$ cat config.mk
export PLATFORM = sky130hd
export DESIGN_NAME = irq_idle_ctrl
export DESIGN_NICKNAME = d
export VERILOG_FILES = /design/src/core/irq_pkg.sv /design/src/core/irq_idle_ctrl.sv /design/src/core/pin_sync.sv /design/src/core/prio_pick.sv
export SDC_FILE = /design/constraint.sdc
export NUM_CORES = 1
export LEC_CHECK = 0
export BUFFER_PORTS_ARGS = -buffer_cell sky130_fd_sc_hd__buf_2
export CAP_MARGIN = 40
export CORE_MARGIN = 2
export CORE_UTILIZATION = 50
export CTS_CLUSTER_DIAMETER = 100
export DETAILED_ROUTE_END_ITERATION = 8
export GPL_TIMING_DRIVEN = 1
export PLACE_DENSITY = 0.68
export SLEW_MARGIN = 20
export SYNTH_ARGS = -nofsm -noshare
export SYNTH_HDL_FRONTEND = slang
export SYNTH_SLANG_ARGS = --single-unit
export TNS_END_PERCENT = 1
$ cat constraint.sdc
create_clock -name clk_sys -period 9.4 [get_ports clk_sys]
set_input_delay 0.47 -clock clk_sys [delete_from_list [all_inputs] [get_ports clk_sys]]
set_output_delay 0.47 -clock clk_sys [all_outputs]
set_load 0.02 [all_outputs]
$ cat src/core/irq_pkg.sv
// constants for interrupt arbitration and idle control
// Operation
// - six sources, each with own vector
// - per-source enable blocks disabled sources
// - global enable clear blocks every source
// - level is high bit over low bit
// - preempt only by strictly higher level
// - simultaneous different levels: higher served first
// - idle bit write enters idle after instruction
// - idle stops cpu clock, peripherals run
// - idle preserves cpu state and pins
// - idle drives both strobes high
// - enabled interrupt clears idle and is served (here only one above the highest open service level)
// - after return, resume after idle instruction
// - two user flags untouched by idle
// - reset ends idle within two machine cycles
// - idle plus powerdown: interrupt clears both bits
package irq_pkg;
   localparam int          N_SRC     = 6;      // request sources
   localparam int          N_LVL     = 4;      // priority levels
   localparam int          LVL_W     = 2;      // level width
   localparam int          VEC_W     = 3;      // vector index width
   localparam int          ADDR_W    = 4;      // register address width
   localparam int          DATA_W    = 8;      // register data width
   localparam int          N_EVT     = 3;      // event status bits
   // source index doubles as polling order
   localparam int          SRC_EXT_A = 0;
   localparam int          SRC_TMR0  = 1;
   localparam int          SRC_EXT_B = 2;
   localparam int          SRC_TMR1  = 3;
   localparam int          SRC_SER   = 4;
   localparam int          SRC_TMR2  = 5;
   // register offsets
   localparam logic [3:0]  REG_ENABLE    = 4'h0;
   localparam logic [3:0]  REG_PRIO_LO   = 4'h1;
   localparam logic [3:0]  REG_PRIO_HI   = 4'h2;
   localparam logic [3:0]  REG_POWER     = 4'h3;
   localparam logic [3:0]  REG_EVT_STAT  = 4'h4;
   localparam logic [3:0]  REG_EVT_MASK  = 4'h5;
   // field positions
   localparam int          EN_GLOBAL_BIT = 7;
   localparam int          PWR_IDLE_BIT  = 0;
   localparam int          PWR_PD_BIT    = 1;
   localparam int          PWR_FLAG_A    = 2;
   localparam int          PWR_FLAG_B    = 3;
   localparam int          EVT_TAKE      = 0;
   localparam int          EVT_WAKE      = 1;
   localparam int          EVT_RET_ERR   = 2;
   // reset values
   localparam logic [7:0]  ENABLE_RST    = 8'h00;
   localparam logic [5:0]  PRIO_RST      = 6'h00;
   localparam logic [3:0]  POWER_RST     = 4'h0;
   localparam logic [2:0]  EVT_RST       = 3'h0;
   // timing: clk_sys is the oscillator
   localparam int          CLK_PERIOD_NS   = 10;
   localparam int          OSC_PER_MCYC    = 12;
   localparam int          RESET_HOLD_MCYC = 2;
   localparam int          RESET_HOLD_CYC  = RESET_HOLD_MCYC * OSC_PER_MCYC;
endpackage : irq_pkg

$ cat src/core/irq_idle_ctrl.sv
// interrupt arbitration, nesting and idle-mode control
//
// Chosen here: the register offsets and the plain strobed port.
`timescale 1ns/1ps
module irq_idle_ctrl
   import irq_pkg::*;
(
   input  wire logic              clk_sys,               // oscillator clock
   input  wire logic              rst_n,                 // sync reset, active low
   input  wire logic [ADDR_W-1:0] reg_addr,              // register address
   input  wire logic [DATA_W-1:0] reg_wdata,             // write data
   input  wire logic              reg_wr,                // write strobe
   input  wire logic              reg_rd,                // read strobe
   output logic      [DATA_W-1:0] reg_rdata,             // read data, next cycle
   input  wire logic              ext_irq_a,             // external pin request a
   input  wire logic              ext_irq_b,             // external pin request b
   input  wire logic              timer0_req,            // timer 0 overflow
   input  wire logic              timer1_req,            // timer 1 overflow
   input  wire logic              timer2_req,            // timer 2 overflow
   input  wire logic              serial_req,            // serial port request
   input  wire logic              insn_boundary,         // core may take a vector now
   input  wire logic              return_from_interrupt, // core ends a service
   output logic                   irq_take,              // vector issued, pulse
   output logic      [VEC_W-1:0]  irq_vector,            // issued source index
   output logic      [LVL_W-1:0]  irq_level,             // issued level
   output logic                   cpu_clk_en,            // cpu clock gate
   input  wire logic              cpu_ale,               // core address latch strobe
   input  wire logic              cpu_program_store_strobe,              // core program store strobe
   output logic                   ale_out,               // address latch strobe pin
   output logic                   program_store_strobe,  // program store strobe pin
   output logic                   irq_out                // event interrupt, level
);
   // overview
   // six request lines are gated by their own enable and by the global
   // enable, then the picker chooses the highest level, lowest index
   // among equals. a four-bit in-service mask remembers which levels are
   // open; a vector is only issued when the winner is strictly above the
   // highest open level, so nesting depth is bounded by the level count.
   // the core says when an instruction ends; while the idle bit is set
   // the core clock is gated off, so the block samples every cycle
   // instead and a qualifying request both ends idle and issues at once.
   // limitation: the external pins are taken as active-high levels that
   // are already conditioned; edge detection belongs upstream.
   // trade-off: the pins cost two cycles of synchroniser latency, so a
   // pin and a timer raised together are not simultaneous here and the
   // timer may win although polling order puts the pin first.
   // hazard: a return and a take in one cycle are resolved on the state
   // before the return; the retired level and the new one never clash
   // because the new one must be above the retired one.
   logic [1:0]       ext_s;                  // synchronised pins
   logic [N_SRC-1:0] req;                    // raw request vector
   logic [N_SRC-1:0] req_en;                 // requests passing enables
   logic [7:0]       en_q, en_d;             // enable register
   logic [5:0]       plo_q, plo_d;           // priority low bits
   logic [5:0]       phi_q, phi_d;           // priority high bits
   logic [3:0]       pwr_q, pwr_d;           // power control register
   logic [2:0]       stat_q, stat_d;         // event status
   logic [2:0]       mask_q, mask_d;         // event mask
   logic [N_LVL-1:0] svc_q, svc_d;           // levels in service
   logic             take_q, take_d;         // issue pulse
   logic [VEC_W-1:0] vec_q, vec_d;           // issued vector
   logic [LVL_W-1:0] lvl_q, lvl_d;           // issued level
   logic [DATA_W-1:0] rd_q, rd_d;            // read data
   logic             best_v;                 // a request is pending
   logic [VEC_W-1:0] best_i;                 // pending winner
   logic [LVL_W-1:0] best_l;                 // winner level
   logic [LVL_W-1:0] cur_l;                  // highest level in service
   logic             busy;                   // something in service
   logic             wake;                   // enabled request seen in idle
   logic             idle_q;                 // idle bit alias
   logic [N_LVL-1:0] svc_tmp;                // service after return

   // pins come from outside the clock domain
   // timers and serial come from this clock and skip the synchroniser
   pin_sync #(.W(2)) u_sync (
      .clk_sys (clk_sys),
      .rst_n   (rst_n),
      .pin_in  ({ext_irq_b, ext_irq_a}),
      .pin_out (ext_s)
   );

   // source vector in polling order
   always_comb begin
      req            = '0;
      req[SRC_EXT_A] = ext_s[0];
      req[SRC_TMR0]  = timer0_req;
      req[SRC_EXT_B] = ext_s[1];
      req[SRC_TMR1]  = timer1_req;
      req[SRC_SER]   = serial_req;
      req[SRC_TMR2]  = timer2_req;
      req_en = req & en_q[N_SRC-1:0] & {N_SRC{en_q[EN_GLOBAL_BIT]}};
   end

   // the picker is pure logic; its result is registered on the take path
   prio_pick u_pick (
      .req    (req_en),
      .lvl_lo (plo_q),
      .lvl_hi (phi_q),
      .valid  (best_v),
      .idx    (best_i),
      .lvl    (best_l)
   );

   // current service level is the highest bit set
   // at most one bit per level, so the top set bit is the open level
   always_comb begin
      cur_l   = '0;
      busy    = |svc_q;
      for (int l = 0; l < N_LVL; l++) begin
         if (svc_q[l]) begin
            cur_l = LVL_W'(l);
         end
      end
   end

   assign idle_q = pwr_q[PWR_IDLE_BIT];
   // only a request that may be served ends idle, so a woken core gets a vector
   assign wake   = idle_q && best_v && (!busy || best_l > cur_l);

   // register file, idle control and nesting: next values
   always_comb begin
      en_d   = en_q;
      plo_d  = plo_q;
      phi_d  = phi_q;
      pwr_d  = pwr_q;
      mask_d = mask_q;
      stat_d = stat_q;
      rd_d   = '0;
      take_d = 1'b0;
      vec_d  = vec_q;
      lvl_d  = lvl_q;
      // software writes
      if (reg_wr) begin
         unique case (reg_addr)
            REG_ENABLE:   en_d  = reg_wdata;
            REG_PRIO_LO:  plo_d = reg_wdata[5:0];
            REG_PRIO_HI:  phi_d = reg_wdata[5:0];
            REG_POWER:    pwr_d = reg_wdata[3:0];
            REG_EVT_STAT: stat_d = stat_q & ~reg_wdata[2:0];
            REG_EVT_MASK: mask_d = reg_wdata[2:0];
            default:      ;                                             // unmapped: ignored
         endcase
      end
      // wake clears idle and powerdown, flags kept as they are
      if (wake) begin
         pwr_d[PWR_IDLE_BIT] = 1'b0;
         pwr_d[PWR_PD_BIT]   = 1'b0;
         stat_d[EVT_WAKE]    = 1'b1;
      end
      // return retires the highest active level
      // a stray return is flagged rather than silently dropped
      svc_tmp = svc_q;
      if (return_from_interrupt) begin
         if (busy) begin
            svc_tmp[cur_l] = 1'b0;
         end else begin
            stat_d[EVT_RET_ERR] = 1'b1;
         end
      end
      svc_d = svc_tmp;
      // sample at a boundary, or at once when idle halted the core
      // the comparison uses the mask before this cycle's return
      if ((insn_boundary || idle_q) && best_v && (!busy || best_l > cur_l)) begin
         take_d          = 1'b1;
         vec_d           = best_i;
         lvl_d           = best_l;
         svc_d[best_l]   = 1'b1;
         stat_d[EVT_TAKE] = 1'b1;                                       // set wins over clear
      end
      // reads show the block's own state
      // read data are zero in every cycle without a read strobe
      if (reg_rd) begin
         unique case (reg_addr)
            REG_ENABLE:   rd_d = en_q;
            REG_PRIO_LO:  rd_d = {2'h0, plo_q};
            REG_PRIO_HI:  rd_d = {2'h0, phi_q};
            REG_POWER:    rd_d = {4'h0, pwr_q};
            REG_EVT_STAT: rd_d = {5'h00, stat_q};
            REG_EVT_MASK: rd_d = {5'h00, mask_q};
            default:      rd_d = '0;
         endcase
      end
   end

   // register stage; reset also ends idle at once
   // one register stage for the control state; outputs other than the strobes come from these flops
   always_ff @(posedge clk_sys) begin
      if (!rst_n) begin
         en_q   <= ENABLE_RST;
         plo_q  <= PRIO_RST;
         phi_q  <= PRIO_RST;
         pwr_q  <= POWER_RST;
         stat_q <= EVT_RST;
         mask_q <= EVT_RST;
         svc_q  <= '0;
         take_q <= 1'b0;
         vec_q  <= '0;
         lvl_q  <= '0;
         rd_q   <= '0;
      end else begin
         en_q   <= en_d;
         plo_q  <= plo_d;
         phi_q  <= phi_d;
         pwr_q  <= pwr_d;
         stat_q <= stat_d;
         mask_q <= mask_d;
         svc_q  <= svc_d;
         take_q <= take_d;
         vec_q  <= vec_d;
         lvl_q  <= lvl_d;
         rd_q   <= rd_d;
      end
   end

   // outputs; freezing the core clock holds its registers and pins
   // strobes are forced high so external memory sees no cycle in idle
   // the interrupt line follows the registers with no extra delay
   always_comb begin
      reg_rdata            = rd_q;
      irq_take             = take_q;
      irq_vector           = vec_q;
      irq_level            = lvl_q;
      cpu_clk_en           = !idle_q;
      ale_out              = idle_q ? 1'b1 : cpu_ale;
      program_store_strobe = idle_q ? 1'b1 : cpu_program_store_strobe;
      irq_out              = |(stat_q & mask_q);
   end

   // assertions and the history that they need
   logic [5:0] plo_p, phi_p;                 // priority low/high one cycle back
   logic [7:0] en_p;                         // enable one cycle back
   logic [1:0] cur_p;                        // open level one cycle back
   logic       busy_p;                       // busy one cycle back
   logic       rd_p;                         // read strobe one cycle back
   logic       seen_rst_q;                   // reset was seen earlier
   // history flops, not reset: they only feed checks
   always_ff @(posedge clk_sys) begin
      plo_p      <= plo_q;
      phi_p      <= phi_q;
      en_p       <= en_q;
      cur_p      <= cur_l;
      busy_p     <= busy;
      rd_p       <= reg_rd;
      seen_rst_q <= !rst_n;
   end
endmodule : irq_idle_ctrl

$ cat src/core/pin_sync.sv
// two-stage synchroniser for asynchronous request pins
`timescale 1ns/1ps
module pin_sync #(
   parameter int W = 2                  // number of pins
) (
   input  wire logic         clk_sys,   // system clock
   input  wire logic         rst_n,     // sync reset, active low
   input  wire logic [W-1:0] pin_in,    // raw pin levels
   output logic      [W-1:0] pin_out    // synchronised levels
);
   logic [W-1:0] meta_q;                // first stage, read only by second
   // one pair of flops per pin
   for (genvar i = 0; i < W; i++) begin : g_bit
      always_ff @(posedge clk_sys) begin
         if (!rst_n) begin
            meta_q[i]  <= 1'b0;
            pin_out[i] <= 1'b0;
         end else begin
            meta_q[i]  <= pin_in[i];
            pin_out[i] <= meta_q[i];
         end
      end
   end
endmodule : pin_sync

$ cat src/core/prio_pick.sv
// picks the highest-level request, lowest index among equals
`timescale 1ns/1ps
module prio_pick
   import irq_pkg::*;
(
   input  wire logic [N_SRC-1:0] req,     // enabled requests
   input  wire logic [N_SRC-1:0] lvl_lo,  // low level bits
   input  wire logic [N_SRC-1:0] lvl_hi,  // high level bits
   output logic                  valid,   // any request
   output logic      [VEC_W-1:0] idx,     // winning source
   output logic      [LVL_W-1:0] lvl      // winning level
);
   // scan downward so that lower index wins ties
   always_comb begin
      valid = 1'b0;
      idx   = '0;
      lvl   = '0;
      for (int i = N_SRC - 1; i >= 0; i--) begin
         if (req[i] && (!valid || {lvl_hi[i], lvl_lo[i]} >= lvl)) begin
            valid = 1'b1;
            idx   = VEC_W'(i);
            lvl   = {lvl_hi[i], lvl_lo[i]};
         end
      end
   end
endmodule : prio_pick

### After elaboration in Yosys (flattened, before gate mapping)

Index checks and enable logic that the tools add are counted.

| operators by class | value |
|---|---|
| magnitude comparators | 10 |
| equality and inequality tests | 5 |
| multiplexer cells | 38 |
| bitwise operators | 9 |
| reduce and logical (&&, ||, !) cells | 41 |

Operators with widths:

| kind | count |
|---|---|
| $pmux 8 s6 | 1 |
| $mux 3 | 8 |
| $mux 1 | 16 |
| $mux 2 | 8 |
| $reduce_and 2->1 | 8 |
| $and 6x6->6 | 2 |
| $mux 4 | 3 |
| $logic_and 1x1->1 | 11 |
| $ge 2x2->1 | 5 |
| $eq 4x2->1 const B | 2 |
| $eq 4x3->1 const B | 2 |
| $reduce_bool 2->1 | 4 |
| $logic_not 1->1 | 7 |
| $logic_or 1x1->1 | 7 |
| $and 3x3->3 | 2 |
| $lt 2x3->1 const B | 2 |
| $and 4x4->4 | 1 |
| $demux 1 s2 | 2 |
| $eq 4x1->1 const B | 1 |
| $ge 2x1->1 const B | 2 |
| $logic_not 4->1 | 1 |
| $not 4->4 | 1 |
| $or 4x4->4 | 1 |
| $reduce_or 4->1 | 1 |
| other kinds (5) | 5 |

| storage, ports and cells | value |
|---|---|
| flip-flop bits (word level) | 52 |
| bits of input ports | 26 |
| output and inout port bits | 18 |
| logic and storage cells | 121 |

### Longest topological paths before layout

| logic depth | value |
|---|---|
| depth in word-level cells | 29 |
| depth in mapped cells | 38 |
| depth with buffers taken out | 37 |

### Hierarchy

From an unflattened synthesis, not the netlist that was laid out.

| second synthesis, totals | value |
|---|---|
| cell total of the unflattened synthesis | 294 |
| area total of the unflattened synthesis | 2,830.2 sq um |

Modules (own cells, without submodules):

| module | instances | cells each | area an instance (sq um) | seq. area each (sq um) |
|---|---|---|---|---|
| irq_idle_ctrl | 1 | 212 | 2,194.6 | 960.9 |
| prio_pick | 1 | 74 | 530.5 | 0.0 |
| pin_sync | 1 | 8 | 105.1 | 80.1 |

### Least setup slack after synthesis

OpenSTA, ideal clock, no wires.

| timing | value |
|---|---|
| path type | register to register |
| start point | register en_q[7] |
| end point | register vec_q[0] (netlist: irq_vector[0]) |
| setup time | 70 ps |
| arrival | 7,233 ps |
| required time | 9,330 ps |
| slack | 2,097 ps |
| stages on the path, launching flop included | 37 |
| path buffers | 1 |
| period minus slack after synthesis | 7,303 ps |
| cells stage by stage | dfxtp_1 clkbuf_1 and4_2 ha_1 nand2b_1 a211oi_1 o22ai_1 and2_1 ha_1 nand2b_1 a211oi_2 or2_2 a21o_1 ha_1 nand2b_1 a221oi_2 nor2_1 a311oi_1 nor2_1 ha_1 nand2b_1 a21oi_1 a21o_1 nand2_1 o21ai_0 ha_1 nand2b_1 a21oi_1 a21o_1 nand2_1 o31a_2 ha_1 a21oi_1 a2bb2oi_1 o21ai_1 a211o_1 a21oi_1 |

| on the way | value |
|---|---|
| word-level cells in the longest chain between the ends | 25 |
| elaborated cells between the ends (all ways) | 43 |
| classes of those cells | order compare: 6; mux: 18; bitwise: 1; reduce/logical: 18 |

RTL lines:

| element | line | source |
|---|---|---|
| start, declared | irq_idle_ctrl.sv:53 | `logic [7:0] en_q, en_d;` |
| start signal, assigned | irq_idle_ctrl.sv:201 | `en_q <= en_d;` |
| $and 6x6->6 * | irq_idle_ctrl.sv:91 | `req_en = req & en_q[N_SRC-1:0] & {N_SRC{en_q[EN_GLOBAL_BIT]}};` |
| $mux 2 or $mux 1 (tied branches) | prio_pick.sv:19 | `if (req[i] && (!valid \|\| {lvl_hi[i], lvl_lo[i]} >= lvl)) begin` |
| $ge 2x2->1 or $logic_not 1->1 (tied branches) | prio_pick.sv:19 |  |
| $logic_or 1x1->1 | prio_pick.sv:19 |  |
| $logic_and 1x1->1 | prio_pick.sv:19 |  |
| $mux 2 or $mux 1 (tied branches) | prio_pick.sv:19 |  |
| $ge 2x2->1 or $logic_not 1->1 (tied branches) | prio_pick.sv:19 |  |
| $logic_or 1x1->1 | prio_pick.sv:19 |  |
| [... 9 more ...] | -- |  |
| $mux 2 or $mux 1 (tied branches) | prio_pick.sv:19 |  |
| $ge 2x2->1 or $logic_not 1->1 (tied branches) | prio_pick.sv:19 |  |
| $logic_or 1x1->1 | prio_pick.sv:19 |  |
| $logic_and 1x1->1 | prio_pick.sv:19 |  |
| $mux 2 | prio_pick.sv:19 |  |
| $gt 2x2->1 | irq_idle_ctrl.sv:163 | `if ((insn_boundary \|\| idle_q) && best_v && (!busy \|\| best_l > cur_l)) begin` |
| $logic_or 1x1->1 | irq_idle_ctrl.sv:163 |  |
| $logic_and 1x1->1 | irq_idle_ctrl.sv:163 |  |
| end signal, assigned | irq_idle_ctrl.sv:209 | `vec_q <= vec_d;` |
| end, declared | irq_idle_ctrl.sv:61 | `logic [VEC_W-1:0] vec_q, vec_d;` |

Mark *: on every way between the ends. The rest lies on a longest branch, timed or not.
A chain may end at the register's enable or synchronous reset.

### Worst setup path after layout

| timing | value |
|---|---|
| start point | register en_q[5] |
| end point | register vec_q[0] (netlist: irq_vector[0]) |

| on the way | value |
|---|---|
| word-level cells in the longest chain between the ends | 26 |
| elaborated cells between the ends (all ways) | 44 |
| classes of those cells | order compare: 6; mux: 18; bitwise: 2; reduce/logical: 18 |

RTL lines:

| element | line |
|---|---|
| $and 6x6->6 * (2 in a row) | irq_idle_ctrl.sv:91 |
| $mux 2 or $mux 1 (tied branches) | prio_pick.sv:19 |
| $ge 2x2->1 or $logic_not 1->1 (tied branches) | prio_pick.sv:19 |
| $logic_or 1x1->1 | prio_pick.sv:19 |
| $logic_and 1x1->1 | prio_pick.sv:19 |
| $mux 2 or $mux 1 (tied branches) | prio_pick.sv:19 |
| $ge 2x2->1 or $logic_not 1->1 (tied branches) | prio_pick.sv:19 |
| $logic_or 1x1->1 | prio_pick.sv:19 |
| [... 9 more ...] | -- |
| $mux 2 or $mux 1 (tied branches) | prio_pick.sv:19 |
| $ge 2x2->1 or $logic_not 1->1 (tied branches) | prio_pick.sv:19 |
| $logic_or 1x1->1 | prio_pick.sv:19 |
| $logic_and 1x1->1 | prio_pick.sv:19 |
| $mux 2 | prio_pick.sv:19 |
| $gt 2x2->1 | irq_idle_ctrl.sv:163 |
| $logic_or 1x1->1 | irq_idle_ctrl.sv:163 |
| $logic_and 1x1->1 | irq_idle_ctrl.sv:163 |

Marked as above.

==> impl_metrics.yaml <==
setup_path:
  endpoint: "irq_vector[0]$_SDFFE_PN0P_"
  crit_top_cell: "ha_1"
  cp-startpoint: "en_q[5]$_SDFFE_PN0P_"
  crit_type: "reg -> reg"
  r2r-start: "en_q[5]$_SDFFE_PN0P_"
  reg2reg_depth: 35
  cpPeakStageDelay_ps: 490
  worstSetupEndpointType: "register"
  crit_arrival_ps: 8160
  crit_path_start_kind: "register"
  worstPathMaxFanout: 9
  reg2reg_to: "irq_vector[0]$_SDFFE_PN0P_"
  worstPathRequired_ps: 9640
  slowest_stage: "dfxtp_1"
  rrSetupSlack_ps: 1480
final_layout:
  finalInstanceArea_um2: 3120
  n_antenna_cell: 0
  postLayoutCoreUtil: 0.599
  final_cell_mix: "dfxtp_1 (52), buf_2 (43), nor2_1 (40)"
  drive_above_1_share: 0.202
  nets: 399
  final_common_cell: "dfxtp_1"
  syn_to_final_growth_pct: 13.6
  nFillCells: 490
power:
  p_leak_nw: 1.30
  p_sw_frac: 0.238
  combPwrFrac: 0.069
  ir_drop_v: 0.000107
  p_int_mw: 0.314
  clockPowerShare: 0.384
  power.switching_mw: 0.0980
  powerDensity_nw_per_um2: 132
  seqPwrFrac: 0.546
yosys:
  async_reset_ff_frac: 0
  syn_nets: 361
  synth_area_um2: 2740
  yosysWarnings: 0
  synthAdderAreaFrac: 0.0547
  synth-edff-count: 0
  synthFlopType: "dfxtp_1"
  muxShareOfSynthArea: 0.105
  synth_top_family_by_area: "simple AND/OR/NAND/NOR gates"
  synthCells: 323
  yosysSeqAreaShare: 0.380
  synth-simple-area-share: 0.238
  ys_types: 52
  ys_ff_latch: 52
  synth_xor_area_frac: 0
  synth.avg_cell_area_um2: 8.49
  synth_compound_area_frac: 0.182
sta:
  drv_slew: 0
  finalHoldViolations: 0
  finalCritPeriodShare: 0.842
  tightestPinTransition_ps: 648
  period_needed_ps: 7920
  relSlewSlack: 0.567
  fmax_mhz: 126
  tns_ps: 0
  setup_slack_ps: 1480
  rsz0062_at_grt: "no"
  finalClockSkew_ps: 4.63
  final-setup-viol-count: 0
die:
  initial_utilization: 0.527
  die_h_um: 78.1
  rows: 26
  ios: 44
  die_x_um: 78.1
  coreArea_um2: 5200
  dieArea_um2: 6090
run_status:
  status: "completed"
detailed_routing:
  routed-via-count: 2433
  drt-total-wl_mm: 6.36
  wl_per_cell_um: 14.7
  via_per_inst: 5.63
  drt_iter0_markers: 169
  drc_errors: 0
  drt-pass1-iter-count: 4
  drtAntennaViolNets: 0
place:
  pre_cts_ws_ps: 1480
  dpl.hpwl_mm: 4.65
  place_congestion: 0.918
  post_dp_cell_area_um2: 2990
  io_buffers: 43
clocking:
  cts-resized-gates: 0
  cts_tree: "done"
  ctsHoldBuffers: 0
  numCtsBuffers: 5
  root_buffer: "clkbuf_8"
  path_clk_slew_ps: 100
  cts_buffer_depth: 2
  cts.sinks: 52
  clock_latency_ps: 310
  cts_setup_buffers: 0
  h-tree-depth: 2
grt:
  grt_pass1_wl_mm: 10.6
  grt-ovfl-total: 0
  antenna_found_initial: 0
  grt_usage: 0.220
  grt_max_degree: 39
  grt_pass1_vias: 2243
hold_path:
  worstHoldPathType: "in -> reg"
run:
  max_cap_violations: 0
## power by group through the flow
| stage | registers (mW) | logic, mW | clock network, mW |
|---|---|---|---|
| after detailed placement | 0.230 | 0.0280 | 0 |
| final | 0.225 | 0.0286 | 0.158 |
| after CTS | 0.225 | 0.0283 | 0.162 |
| after floorplan | 0.229 | 0.0165 | 0 |
| after global routing | 0.225 | 0.0316 | 0.171 |
| after global placement | 0.230 | 0.0277 | 0 |
## routing by layer
metal	wire [um]	GRT usage	part of all wire
met5	0	0	0
met4	123	0.0684	0.019
met3	281	0.0414	0.044
met2	2960	0.368	0.46
met1	3000	0.288	0.47
## critical path: cells and delay by family (launching register included)
| family | cells | cell delay, ps |
|---|---|---|
| and+or+nand+nor | 12 | 1830 |
| DFF | 1 | 490 |
| AOI/OAI and AO/OA | 17 | 3980 |
| adders and majority gates | 6 | 1550 |
## cells by family after synthesis
| group | Yosys count |
|---|---|
| compound gates | 71 |
| fa+ha+maj | 12 |
| buf+inv | 27 |
| flops | 52 |
| mux | 27 |
| simple gates | 134 |
## stage by stage
| stage | total power [mW] | cells | hold slack, ps |
|---|---|---|---|
| floorplan | 0.246 | 323 | 412 |
| global placement | 0.258 | 423 | 415 |
| detailed placement | 0.258 | 423 | 420 |
| CTS | 0.415 | 431 | 353 |
| global route | 0.428 | 432 | 369 |
| finish | 0.412 | 432 | 356 |
## final cells by class
class | count | area (um^2) | share of cell area
multi-input cells | 244 | 1590 | 0.510
flip-flops and latches | 52 | 1040 | 0.334
repair buffers | 46 | 238 | 0.0763
well taps | 70 | 87.6 | 0.0281
clock buffers | 5 | 68.8 | 0.0221
clock inverters | 3 | 46.3 | 0.0149
inverters | 12 | 45.0 | 0.0145
## worst min path at each step
stage                                startpoint                           end  slack (ps)  cells after the start
floorplan           u_sync.meta_q[0]$_SDFF_PN0_  u_sync.pin_out[0]$_SDFF_PN0_         410                      1
global placement    u_sync.meta_q[1]$_SDFF_PN0_  u_sync.pin_out[1]$_SDFF_PN0_         420                      1
detailed placement  u_sync.meta_q[0]$_SDFF_PN0_  u_sync.pin_out[0]$_SDFF_PN0_         420                      1
CTS                                   ext_irq_b   u_sync.meta_q[1]$_SDFF_PN0_         350                      2
global route                          ext_irq_b   u_sync.meta_q[1]$_SDFF_PN0_         370                      2
finish                                ext_irq_b   u_sync.meta_q[1]$_SDFF_PN0_         360                      2
## synthesized netlist by cell type (4+ instances only)
master,n,area share
or2_2,4,0.0091
nand2b_1,6,0.014
nor2_1,40,0.055
inv_1,12,0.016
clkbuf_1,11,0.015
nand2_1,36,0.049
a21oi_1,25,0.046
ha_1,12,0.055
a22oi_1,5,0.014
nand3_1,17,0.031
dfxtp_1,52,0.38
mux2_2,4,0.016
nor3b_1,5,0.014
and2_1,6,0.014
nor3_1,5,0.0091
o21ai_0,6,0.011
a21o_1,4,0.011
mux2i_1,22,0.080
## flip-flops by register name, indices dropped and copies added, names as in the netlist
name and count:
en_q 8, irq_level 2, irq_take 1, irq_vector 3, mask_q 3, phi_q 6, plo_q 6, pwr_q 4
reg_rdata 8, stat_q 3, svc_q 4, u_sync.meta_q 2, u_sync.pin_out 2
(Power assumes the default switching activity.)
